[config.mk]
export PLATFORM = sky130hd
export DESIGN_NAME = sipo_driver
export DESIGN_NICKNAME = d
export VERILOG_FILES = /design/src/include/sipo_pkg.sv /design/src/verilog/sipo_driver.sv
export VERILOG_INCLUDE_DIRS = /design/src /design/src/include
export SDC_FILE = /design/constraint.sdc
export NUM_CORES = 1
export LEC_CHECK = 0
export BUFFER_PORTS_ARGS = -buffer_cell sky130_fd_sc_hd__buf_4
export CORE_UTILIZATION = 48
export CTS_BUF_LIST = sky130_fd_sc_hd__clkbuf_4
export DETAILED_ROUTE_END_ITERATION = 10
export PLACE_DENSITY_LB_ADDON = 0.1
export SLEW_MARGIN = 5
export SYNTH_ARGS = -nofsm -noshare
export SYNTH_HDL_FRONTEND = slang
export SYNTH_SLANG_ARGS = --single-unit
[constraint.sdc]
create_clock -name clk -period 1.4 [get_ports clk]
set_clock_uncertainty 0.2 [all_clocks]
set_input_delay 0.21 -clock clk [delete_from_list [all_inputs] [get_ports clk]]
set_output_delay 0.21 -clock clk [all_outputs]
set_load 0.05 [all_outputs]
[src/include/sipo_regs.svh]
`ifndef SIPO_REGS_SVH
`define SIPO_REGS_SVH
// stage count
`define SIPO_WIDTH 8
// every stage clears to zero
`define SIPO_RST_VAL 8'h00
// cascaded shift clock ceiling, in MHz, exceeded by the controller
`define SIPO_SHIFT_MAX_MHZ 5
`endif

[src/include/sipo_pkg.sv]
package sipo_pkg;
    typedef struct packed {
        logic [2:0] shclk_sync;
        logic [2:0] latclk_sync;
        logic [1:0] clr_sync;
        logic [1:0] oe_sync;
        logic [1:0] din_sync;
        logic [7:0] shift;
        logic [7:0] store;
        logic dout;
        logic [7:0] drive;
    } sipo_state_type;
endpackage : sipo_pkg

[src/verilog/sipo_driver.sv]
`include "sipo_regs.svh"
// Summary of operation
// - eight-stage shift register feeding storage register
// - shift clock rise shifts in serial bit
// - latch clock rise copies all stages
// - storage reaches outputs only while clear high
// - clear low zeroes shift and storage
// - enable low makes outputs follow storage
// - serial output updates on shift clock fall
// - buffer bit zero turns sink off
// - buffer bit one turns sink on
module sipo_driver (
    // system
    input wire logic clk,
    input wire logic rst,
    // control pins, asynchronous to clk
    input wire logic serial_shift_clock,
    input wire logic latch_clock,
    input wire logic clear_all_n,
    input wire logic out_enable_n,
    input wire logic serial_input_pin,
    // cascade output
    output logic serial_output_pin,
    // open-drain sinks: sink_oe_n low means pulled low (sinking)
    output logic [7:0] sink_out,
    output logic [7:0] sink_oe_n
);
    ////////////////////////////////////////////////////////////////////////
    sipo_pkg::sipo_state_type st_r;
    sipo_pkg::sipo_state_type st_nxt;
    logic sh_rise;
    logic sh_fall;
    logic lat_rise;
    logic clr_n;
    logic oe_n;

    // edges taken on synchronised copies only; stage 0 feeds stage 1 alone
    assign sh_rise = st_r.shclk_sync[1] & ~st_r.shclk_sync[2];
    assign sh_fall = ~st_r.shclk_sync[1] & st_r.shclk_sync[2];
    assign lat_rise = st_r.latclk_sync[1] & ~st_r.latclk_sync[2];
    assign clr_n = st_r.clr_sync[1];
    assign oe_n = st_r.oe_sync[1];

    ////////////////////////////////////////////////////////////////////////
    always_comb begin
        st_nxt = st_r;
        st_nxt.shclk_sync = {st_r.shclk_sync[1:0], serial_shift_clock};
        st_nxt.latclk_sync = {st_r.latclk_sync[1:0], latch_clock};
        st_nxt.clr_sync = {st_r.clr_sync[0], clear_all_n};
        st_nxt.oe_sync = {st_r.oe_sync[0], out_enable_n};
        st_nxt.din_sync = {st_r.din_sync[0], serial_input_pin};
        if (!clr_n) begin
            st_nxt.shift = `SIPO_RST_VAL;
            st_nxt.store = `SIPO_RST_VAL;
        end else begin
            if (sh_rise) begin
                // data delayed as much as clock, so setup holds
                st_nxt.shift = {st_r.shift[6:0], st_r.din_sync[1]};
            end
            if (lat_rise) begin
                // old shift value on a coincident edge, as in the silicon
                st_nxt.store = st_r.shift;
            end
        end
        if (sh_fall) begin
            st_nxt.dout = st_r.shift[7];
        end
        if (!clr_n) begin
            st_nxt.dout = 1'b0;
        end
        if (oe_n || !clr_n) begin
            st_nxt.drive = `SIPO_RST_VAL;
        end else begin
            st_nxt.drive = st_r.store;
        end
    end

    always_ff @(posedge clk or posedge rst) begin
        if (rst) begin
            st_r <= '0;
        end else begin
            st_r <= st_nxt;
        end
    end

    ////////////////////////////////////////////////////////////////////////
    assign serial_output_pin = st_r.dout;
    assign sink_out = 8'h00;
    assign sink_oe_n = ~st_r.drive;

    ////////////////////////////////////////////////////////////////////////
    AST_CLEAR_ZEROES: assert property (@(posedge clk) disable iff (rst)
        !clr_n |=> (st_r.shift == 8'h00 && st_r.store == 8'h00))
        else $error("clear did not zero registers");
    AST_SHIFT_IN: assert property (@(posedge clk) disable iff (rst)
        (clr_n && sh_rise) |=> st_r.shift == {$past(st_r.shift[6:0]), $past(st_r.din_sync[1])})
        else $error("shift did not advance");
    AST_SHIFT_HOLD: assert property (@(posedge clk) disable iff (rst)
        (clr_n && !sh_rise) |=> $stable(st_r.shift))
        else $error("shift moved without edge");
    AST_LATCH: assert property (@(posedge clk) disable iff (rst)
        (clr_n && lat_rise) |=> st_r.store == $past(st_r.shift))
        else $error("latch did not load");
    AST_DOUT_FALL: assert property (@(posedge clk) disable iff (rst)
        (clr_n && sh_fall) |=> serial_output_pin == $past(st_r.shift[7]))
        else $error("serial out not updated on fall");
    AST_DOUT_STABLE: assert property (@(posedge clk) disable iff (rst)
        (clr_n && !sh_fall) |=> $stable(serial_output_pin))
        else $error("serial out changed off fall");
    AST_OE_OFF: assert property (@(posedge clk) disable iff (rst)
        oe_n |=> sink_oe_n == 8'hff)
        else $error("sinks on while disabled");
    AST_FOLLOW: assert property (@(posedge clk) disable iff (rst)
        (!oe_n && clr_n) |=> sink_oe_n == ~$past(st_r.store))
        else $error("sinks not following storage");
    AST_CLR_OFF: assert property (@(posedge clk) disable iff (rst)
        !clr_n |=> sink_oe_n == 8'hff)
        else $error("sinks on during clear");

    ////////////////////////////////////////////////////////////////////////
    // pin to strobe latency: two sync stages, then the edge compare
    property p_rise_from_pin;
        @(posedge clk) disable iff (rst)
        sh_rise |-> ($past(serial_shift_clock, 2) && !$past(serial_shift_clock, 3));
    endproperty : p_rise_from_pin
    AST_RISE_FROM_PIN: assert property (p_rise_from_pin)
        else $error("shift rise strobe off its pin edge");

    property p_fall_from_pin;
        @(posedge clk) disable iff (rst)
        sh_fall |-> (!$past(serial_shift_clock, 2) && $past(serial_shift_clock, 3));
    endproperty : p_fall_from_pin
    AST_FALL_FROM_PIN: assert property (p_fall_from_pin)
        else $error("shift fall strobe off its pin edge");

    property p_latch_from_pin;
        @(posedge clk) disable iff (rst)
        lat_rise |-> ($past(latch_clock, 2) && !$past(latch_clock, 3));
    endproperty : p_latch_from_pin
    AST_LATCH_FROM_PIN: assert property (p_latch_from_pin)
        else $error("latch strobe off its pin edge");

    // data and clock must see equal delay, else setup is lost
    property p_din_aligned;
        @(posedge clk) disable iff (rst)
        (clr_n && sh_rise) |=> st_r.shift[0] == $past(serial_input_pin, 3);
    endproperty : p_din_aligned
    AST_DIN_ALIGNED: assert property (p_din_aligned)
        else $error("shifted bit not the one at the clock edge");

    property p_dout_last;
        @(posedge clk) disable iff (rst)
        (clr_n && sh_rise) |-> serial_output_pin == st_r.shift[7];
    endproperty : p_dout_last
    AST_DOUT_LAST: assert property (p_dout_last)
        else $error("serial out not the last stage");

    property p_dout_clear;
        @(posedge clk) disable iff (rst)
        !clr_n |=> !serial_output_pin;
    endproperty : p_dout_clear
    AST_DOUT_CLEAR: assert property (p_dout_clear)
        else $error("serial out not cleared");

    property p_clear_recover;
        @(posedge clk) disable iff (rst)
        !clr_n ##1 (clr_n && !oe_n) |=> sink_oe_n == 8'hff;
    endproperty : p_clear_recover
    AST_CLEAR_RECOVER: assert property (p_clear_recover)
        else $error("storage not zero after clear");

    property p_store_hold;
        @(posedge clk) disable iff (rst)
        (clr_n && !lat_rise) |=> $stable(st_r.store);
    endproperty : p_store_hold
    AST_STORE_HOLD: assert property (p_store_hold)
        else $error("storage moved without latch edge");

    property p_sink_path;
        @(posedge clk) disable iff (rst)
        (!oe_n && clr_n && lat_rise) ##1 (!oe_n && clr_n) |=> sink_oe_n == ~$past(st_r.shift, 2);
    endproperty : p_sink_path
    AST_SINK_PATH: assert property (p_sink_path)
        else $error("latched byte not at sinks");

    property p_drive_hold;
        @(posedge clk) disable iff (rst)
        (!oe_n && clr_n && !lat_rise) ##1 (!oe_n && clr_n) |=> $stable(sink_oe_n);
    endproperty : p_drive_hold
    AST_DRIVE_HOLD: assert property (p_drive_hold)
        else $error("sinks moved without latch edge");

    property p_sink_on_stored;
        @(posedge clk) disable iff (rst)
        (~sink_oe_n & ~$past(st_r.store)) == 8'h00;
    endproperty : p_sink_on_stored
    AST_SINK_ON_STORED: assert property (p_sink_on_stored)
        else $error("sink on for a zero storage bit");

    property p_sinks_gated;
        @(posedge clk) disable iff (rst)
        (sink_oe_n != 8'hff) |-> (!$past(oe_n) && $past(clr_n));
    endproperty : p_sinks_gated
    AST_SINKS_GATED: assert property (p_sinks_gated)
        else $error("sink on while disabled or cleared");

    COV_DISABLED: cover property (@(posedge clk) disable iff (rst) oe_n && st_r.store != 8'h00);
    COV_SHIFT: cover property (@(posedge clk) disable iff (rst) clr_n && sh_rise);
    COV_LATCH: cover property (@(posedge clk) disable iff (rst) clr_n && lat_rise);
    COV_SINK: cover property (@(posedge clk) disable iff (rst) sink_oe_n != 8'hff);
    COV_CLEAR: cover property (@(posedge clk) disable iff (rst) !clr_n ##1 clr_n);
endmodule : sipo_driver
==> qor.csv, run 1 <==
metric,value,unit
nets@finish,140,
post-route insts no fill,164,
core area,0.00276,sq mm
Final setup viols,0,
layout cells sized above 1,21.8,%
first-pass GRT wire length,3.19,mm
Lkg Pwr,0.833,nW
count of final max-slew check failures,0,
Max Cap Violations,0,
Area Overhead vs Synth,18.0,%
clock root buffer,clkbuf_4,
n_diodes,0,
Final Util,59.5,%
Post-DP Area,0.00151,sq mm
initial core utilization,50.4,%
switching share of power,24.2,%
CTS Buf Count,5,
die footprint,0.00312,sq mm
initial antenna violation count,0,
wire length per cell,11.0,um
RSZ-0062 raised after global routing,no,
Yosys cell types,12,
CP endpoint kind,primary output,
Cell Rows,19,
PD cells,1080,mW/mm^2
Switching Power,428,uW
First DRT Iteration DRCs,13,
"Cell Area, Synth",0.00139,sq mm
clock tree sinks,37,
critical path type,reg2out,
Die Span Y,55.8,um
WL final,1.81,mm
GPL Wtd Cong,0.740,
Synth Area per Inst,13.1,sq um
final period utilization,95.9,%
clock-pin slew on the worst setup and hold paths,100,ps
sequential power share,62.1,%
drt first pass iters,4,
vias in the first global route,716,
post-synthesis sequential area ratio,66.6,%
synthesized instance count,106,
total setup buffers inserted after CTS,0,
post-route cell area,0.00164,sq mm
crit path launch type,flop,
setup TNS,0,ps
maximum VDD drop,0.860,mV
GR Overflow Total,0,
I/O Buffers,15,
Vias/cell,4.58,
maximum achievable frequency,0.745,GHz
run status,"finished, final reports clean",
largest net degree at the start of global routing,38,
DRC viols,0,
CP required,990,ps
Hold WC Path Type,reg2reg,
"FF+latch count, synth",37,
number of I/O pins,24,
H-tree depth,2,
Vias,751,
fin crit period,1340,ps
placed cell count,151,
Clock Latency Late Sink,340,ps
Clock power frac,29.7,%
CTS tree,done,
CTS max path bufs,2,
Routed Antenna Nets,0,
fillers,233,
crit-path max FO,1,
Post-DP HPWL,1.12,mm
Fin. Hold Viols,0,
P_int,1.34,mW
logic gate share of total power,8.2,%
Yosys warning count,0,
die width,55.8,um
GRT Overall Usage,14.3,%
CP arrival,930,ps
[cell type report]
cell class | count | area, sq um | area share [%]
clock buffers | 6 | 45.0 | 2.75
well taps | 31 | 38.8 | 2.36
flip-flops and latches | 37 | 926 | 56.4
multi-input cells | 55 | 359 | 21.9
repair buffers | 25 | 234 | 14.3
clock inverters | 1 | 3.75 | 0.229
inverters | 9 | 33.8 | 2.06
[placed cells by master (no fill, tap or decap)]
cell           instances
clkbuf_4               6
and2_1                 8
buf_12                 1
inv_1                  7
conb_1                 8
mux2i_1               17
buf_4                 13
inv_2                  2
nor2b_4                1
dlygate4sd3_1          6
nand2b_4               1
dfrtp_1               37
buf_6                  5
nand2_1               18
and2b_1                1
nor2b_1                1
clkinv_1               1
[sequential cells by signal, summed over array words and instances (netlist names)]
name and cells:
st_r 27, st_nxt 7, clr_n 1, oe_n 1
serial_output_pin 1
[Yosys cell counts]
cell type   n  area [sq um]
nand2_1    18          67.6
inv_1       9          33.8
nand2b_4    1          13.8
and2b_1     1          7.51
nor2b_1     1          6.26
nor2b_4     1          13.8
mux2i_1    17           170
dfrtp_1    37           926
buf_4      10          75.1
conb_1      1          3.75
buf_6       2          22.5
and2_1      8          50.1
[critical path, stage by stage, from the launching register on]
cell and delay (ps):
dfrtp_1 370, inv_1 50, buf_4 180
[routing by layer]
layer,track usage [%],part of all wire [%],up-vias
li1,-,-,360
met1,16.6,47,357
met2,21.0,44,28
met3,7.67,5.9,6
met4,8.36,3.4,0
met5,0,0,-
[path summary, 6_finish.rpt]
check / start / slack, ps / to / cells past startpoint
worst max-delay path: st_r[3] / 60 / sink_oe_n[3] / 2
max in group asynchronous: rst / 540 / st_r[1] / 4
min in group asynchronous: rst / 270 / st_r[26] / 4
worst max register to register: clr_n / 230 / st_r[20] / 3
worst min-delay path: st_nxt[32] / 160 / st_nxt[33] / 0
worst min register to register: st_nxt[32] / 160 / st_nxt[33] / 0
[repair_timing]
| action | in CTS | in global routing |
|---|---|---|
| setup endpoints to repair | 0 | 5 |
| hold endpoints to repair | 42 | 0 |
| hold buffers | 6 | 0 |
| resized for setup | 0 | 7 |
[cells by family (layout without fill, tap and decap cells)]
family        Yosys count  count (layout)  share of synthesized area, %
buf+inv                21              41                          9.45
mux                    17              17                          12.2
other cells             1               8                         0.270
flops                  37              37                          66.6
simple gates           30              30                          11.4
[power by group through the flow]
stage                     Clock (mW)  Combinational [mW]  Sequential, mW
after CTS                      0.555               0.148            1.10
final                          0.525               0.146            1.10
after floorplan                    0               0.126            1.12
after global placement             0               0.133            1.12
after detailed placement           0               0.135            1.12
after global routing           0.599               0.157            1.10
[metrics by stage]
stage               setup WS [ps]  power [mW]  hold slack (ps)
floorplan                     157        1.24             41.4
global placement              281        1.25             79.1
detailed placement            244        1.25             82.5
CTS                          21.7        1.80              159
global route                0.617        1.86              166
finish                       57.0        1.77              156
Power figures use the tool's default switching activity.
==> run 2, diff against run 1 <==
--- a/config.mk
+++ b/config.mk
@@ -10,6 +10,7 @@
 export CORE_UTILIZATION = 48
 export CTS_BUF_LIST = sky130_fd_sc_hd__clkbuf_4
 export DETAILED_ROUTE_END_ITERATION = 10
+export MAX_ROUTING_LAYER = met4
 export PLACE_DENSITY_LB_ADDON = 0.1
 export SLEW_MARGIN = 5
 export SYNTH_ARGS = -nofsm -noshare
==> qor.csv, run 2 (synthesis results as in run 1) <==
metric,value,unit,change
CTS Buf Count,5,,unchanged
fillers,233,,unchanged
Hold WS,156,ps,-0.0490 ps
Final setup viols,0,,unchanged
overall power,1.77,mW,about the same
clock-pin slew on the worst setup and hold paths,100,ps,about the same
Vias/cell,4.58,,unchanged
wire length per cell,11.0,um,unchanged
DRC viols,0,,unchanged
GR Overflow Total,0,,unchanged
nets@finish,140,,unchanged
clock tree sinks,37,,unchanged
Post-DP Area,0.00151,sq mm,unchanged
I/O Buffers,15,,unchanged
fin crit period,1340,ps,+0.335 ps
Die Span Y,55.8,um,unchanged
layout cells sized above 1,21.8,%,unchanged
Routed Antenna Nets,0,,unchanged
number of I/O pins,24,,unchanged
CP endpoint kind,primary output,,
die footprint,0.00312,sq mm,unchanged
CP arrival,930,ps,about the same
most frequent cells in the layout,"dfrtp_1, nand2_1, mux2i_1, buf_4",,
crit-path max FO,1,,unchanged
Area Overhead vs Synth,18.0,%,unchanged
vias in the first global route,716,,unchanged
most common library cell in the layout ignoring fill and taps,dfrtp_1,,
setup TNS,0,ps,unchanged
Clock Latency Late Sink,340,ps,about the same
CTS max path bufs,2,,unchanged
largest net degree at the start of global routing,38,,unchanged
Post-DP HPWL,1.12,mm,unchanged
initial core utilization,50.4,%,unchanged
count of final max-slew check failures,0,,unchanged
dpl ws,244,ps,unchanged
maximum achievable frequency,0.744,GHz,about the same
Cell Rows,19,,unchanged
Reg with most FFs,st_r,,
clock root buffer,clkbuf_4,,
n_diodes,0,,unchanged
CP required,990,ps,about the same
critical path type,reg2out,,
total setup buffers inserted after CTS,0,,unchanged
core area,0.00276,sq mm,unchanged
First DRT Iteration DRCs,13,,unchanged
CTS tree,done,,
Max Cap Violations,0,,unchanged
maximum VDD drop,0.860,mV,about the same
placed cell count,151,,unchanged
GRT Overall Usage,14.7,%,+0.42 points
Lkg Pwr,0.833,nW,unchanged
run status,"finished, final reports clean",,
RSZ-0062 raised after global routing,no,,
FF+latch area,926,sq um,unchanged
final worst setup slack,56.6,ps,-0.335 ps
H-tree depth,2,,unchanged
crit path launch type,flop,,
drt first pass iters,4,,unchanged
Largest register FFs,27,,unchanged
die width,55.8,um,unchanged
initial antenna violation count,0,,unchanged
post-route insts no fill,164,,unchanged
Final Util,59.5,%,unchanged
first-pass GRT wire length,3.18,mm,-0.22%
Fin. Hold Viols,0,,unchanged
footprint of the multi-input gates,359,sq um,unchanged
final period utilization,96.0,%,about the same
post-route cell area,0.00164,sq mm,unchanged
GPL Wtd Cong,0.750,,+1.2%
WL final,1.81,mm,unchanged
PD cells,1080,mW/mm^2,about the same
Vias,751,,unchanged
Hold WC Path Type,reg2reg,,
-- run 2: area by class of cell --
cell class / instances / area share (%)
clock buffer: 6 / 2.75
clock inverter: 1 / 0.229
inverter: 9 / 2.06
multi-input combinational: 55 / 21.9
sequential: 37 / 56.4
tap: 31 / 2.36
timing repair buffer: 25 / 14.3
-- run 2: path summary, 6_finish.rpt --
path	startpoint	end	slack [ps]	cells past startpoint
max	st_r[3]	sink_oe_n[3]	60	2
min	st_nxt[32]	st_nxt[33]	160	0
max reg2reg	clr_n	st_r[20]	230	3
min reg2reg	st_nxt[32]	st_nxt[33]	160	0
max in group asynchronous	rst	st_r[1]	540	4
min in group asynchronous	rst	st_r[26]	270	4
-- run 2: worst max-delay path, stage by stage, from the launching register on --
cell and delay (ps):
dfrtp_1 370, inv_1 50, buf_4 180
-- run 2: power breakdown --
group | switching, mW | internal [mW] | leakage (nW)
Sequential | 0.00923 | 1.09 | 0.489
Clock | 0.324 | 0.202 | 0.0292
Combinational | 0.0954 | 0.0502 | 0.315
-- run 2: routing by layer --
| metal | GRT usage (%) | part of all wire, % | routed length (um) |
|---|---|---|---|
| met5 | - | 0 | 0 |
| met4 | 8.36 | 3.1 | 56 |
| met3 | 7.67 | 6.1 | 111 |
| met2 | 21.2 | 44 | 787 |
| met1 | 16.5 | 47 | 851 |
-- run 2: what timing repair did --
item,CTS,global route
endpoints found under the hold margin,42,0
setup endpoints to repair,0,5
gates resized for setup,0,7
hold buffers,6,0
==> run 3, diff against run 2 <==
--- a/config.mk
+++ b/config.mk
@@ -11,7 +11,8 @@
 export CTS_BUF_LIST = sky130_fd_sc_hd__clkbuf_4
 export DETAILED_ROUTE_END_ITERATION = 10
 export MAX_ROUTING_LAYER = met4
-export PLACE_DENSITY_LB_ADDON = 0.1
+export PLACE_DENSITY = 0.7
+export SETUP_SLACK_MARGIN = 0.5
 export SLEW_MARGIN = 5
 export SYNTH_ARGS = -nofsm -noshare
 export SYNTH_HDL_FRONTEND = slang
==> qor.csv, run 3 (synthesis results as in run 1) <==
metric,value,unit,change
CTS Buf Count,5,,unchanged
crit path launch type,flop,,
core area,0.00276,sq mm,unchanged
number of I/O pins,24,,unchanged
Vias,765,,+1.9%
Fin. Hold Viols,0,,unchanged
CP cell instances,"clkinvlp_4, buf_6",,
First DRT Iteration DRCs,6,,-7
clock root buffer,clkbuf_4,,
logic gate share of total power,7.9,%,-0.3 points
GRT Overall Usage,14.8,%,+0.075 points
largest net degree at the start of global routing,38,,unchanged
nets@finish,141,,+0.71%
CP required,990,ps,about the same
CP max stage delay,410,ps,+40 ps
PD cells,1110,mW/mm^2,+2.9%
Lkg Pwr,0.877,nW,+5.3%
WL final,1.84,mm,+2.1%
maximum VDD drop,1.04,mV,+21%
CP arrival,960,ps,+30 ps
Largest register FFs,27,,unchanged
clock tree sinks,37,,unchanged
critical path type,reg2out,,
die width,55.8,um,unchanged
Max Cap Violations,0,,unchanged
Clock power frac,36.8,%,+7.1 points
switching share of power,23.4,%,-0.80 points
count of final max-slew check failures,0,,unchanged
first-pass GRT wire length,3.22,mm,+1.1%
n_diodes,0,,unchanged
dpl ws,-1.51,ps,-245 ps
wire length per cell,11.1,um,+0.87%
CP endpoint kind,primary output,,
Hold WS,145,ps,-10.4 ps
Vias/cell,4.61,,+0.64%
GR Overflow Total,0,,unchanged
WP buf/inv,2,,unchanged
layout cells sized above 1,40.7,%,+19 points
run status,"finished, final reports clean",,
final worst setup slack,28.2,ps,-28.5 ps
Reg2Reg Depth,3,,unchanged
vias in the first global route,756,,+5.6%
Clock Latency Late Sink,340,ps,about the same
hold depth,0,,unchanged
Reg with most FFs,st_r,,
most frequent cells in the layout,"dfrtp_1, mux2i_1, buf_6, nand2_1, clkinvlp_4",,
Switching Power,466,uW,+8.9%
Final setup viols,0,,unchanged
CTS max path bufs,2,,unchanged
drt first pass iters,4,,unchanged
CP startpoint,st_r[2],,
fin crit period,1370,ps,+28.5 ps
DRC viols,0,,unchanged
Routed Antenna Nets,0,,unchanged
die footprint,0.00312,sq mm,unchanged
CTS tree,done,,
Hold WC Path Type,reg2reg,,
clock-pin slew on the worst setup and hold paths,120,ps,+20 ps
initial core utilization,50.4,%,unchanged
Critical R2R Launch,st_r[33],,
P_int,1.52,mW,+14%
maximum achievable frequency,0.729,GHz,-2.1%
"CP delay by family, top",flip-flops,,
sequential power share,55.3,%,-6.8 points
GPL Wtd Cong,0.746,,-0.49%
crit-path max FO,1,,unchanged
Die Span Y,55.8,um,unchanged
H-tree depth,2,,unchanged
Min-Delay Startpoint,st_nxt[30],,
CP Depth,2,,unchanged
Area Overhead vs Synth,29.1,%,
RSZ-0062 raised after global routing,yes,,
critical path's slowest cell,dfrtp_1,,
Post-DP HPWL,1.18,mm,+5.1%
I/O Buffers,15,,unchanged
final period utilization,98.0,%,+2.0 points
most common library cell in the layout ignoring fill and taps,dfrtp_1,,
Cell Rows,19,,unchanged
initial antenna violation count,0,,unchanged
-- run 3: cell count changes in the layout (fill, tap and decap cells not counted), sizes merged --
cell and change:
clkinvlp +10, inv -9, buf +1, bufinv +1, clkbuf -1
-- run 3: metal layers --
layer / vias to the layer above / wire length (um) / track usage [%]
li1: 364 / - / -
met1: 370 / 782 / 15.0
met2: 29 / 936 / 23.6
met3: 2 / 100 / 6.98
met4: 0 / 24 / 8.36
met5: - / 0 / -
-- run 3: worst paths after layout --
path | endpoint | slack (ps)
setup / recovery | sink_oe_n[2] | 30
setup reg to reg | st_r[12] | 240
hold / removal | clr_n | 150
min in group asynchronous | st_r[33] | 250
hold reg to reg | clr_n | 150
max in group asynchronous | serial_output_pin | 560
-- run 3: area by class of cell --
cell class | count | area [sq um]
fill | 202 | 963
timing repair buffer | 26 | 272
tap | 31 | 38.8
clock buffer | 5 | 37.5
sequential | 37 | 928
clock inverter | 3 | 46.3
inverter | 9 | 67.6
multi-input combinational | 55 | 404
-- run 3: power groups by stage --
stage	clock network, mW	registers [mW]	logic [mW]
after floorplan	0	1.12	0.127
after global placement	0	1.12	0.123
after detailed placement	0	1.13	0.125
after CTS	0.755	1.10	0.155
after global routing	0.803	1.10	0.169
final	0.733	1.10	0.158
-- run 3: metrics by stage --
stage	instances	instance area, sq um	power (mW)	util, %	TNS, ps
2_1_floorplan	113	1460	1.24	-	0
3_3_place_gp	149	1530	1.25	55.6	0
3_5_place_dp	149	1530	1.25	55.6	-1.51
4_1_cts	166	1760	2.01	64.0	0
5_1_grt	166	1790	2.07	65.1	-200
6_report	166	1790	1.99	65.1	0
-- run 3: repair_timing --
action,4_1_cts,5_1_grt
gates resized for setup,21,9
hold buffers,6,0
endpoints found under the setup margin,34,34
hold endpoints to repair,42,0
setup buffers,3,0
pin swaps,0,1
gates cloned,0,0
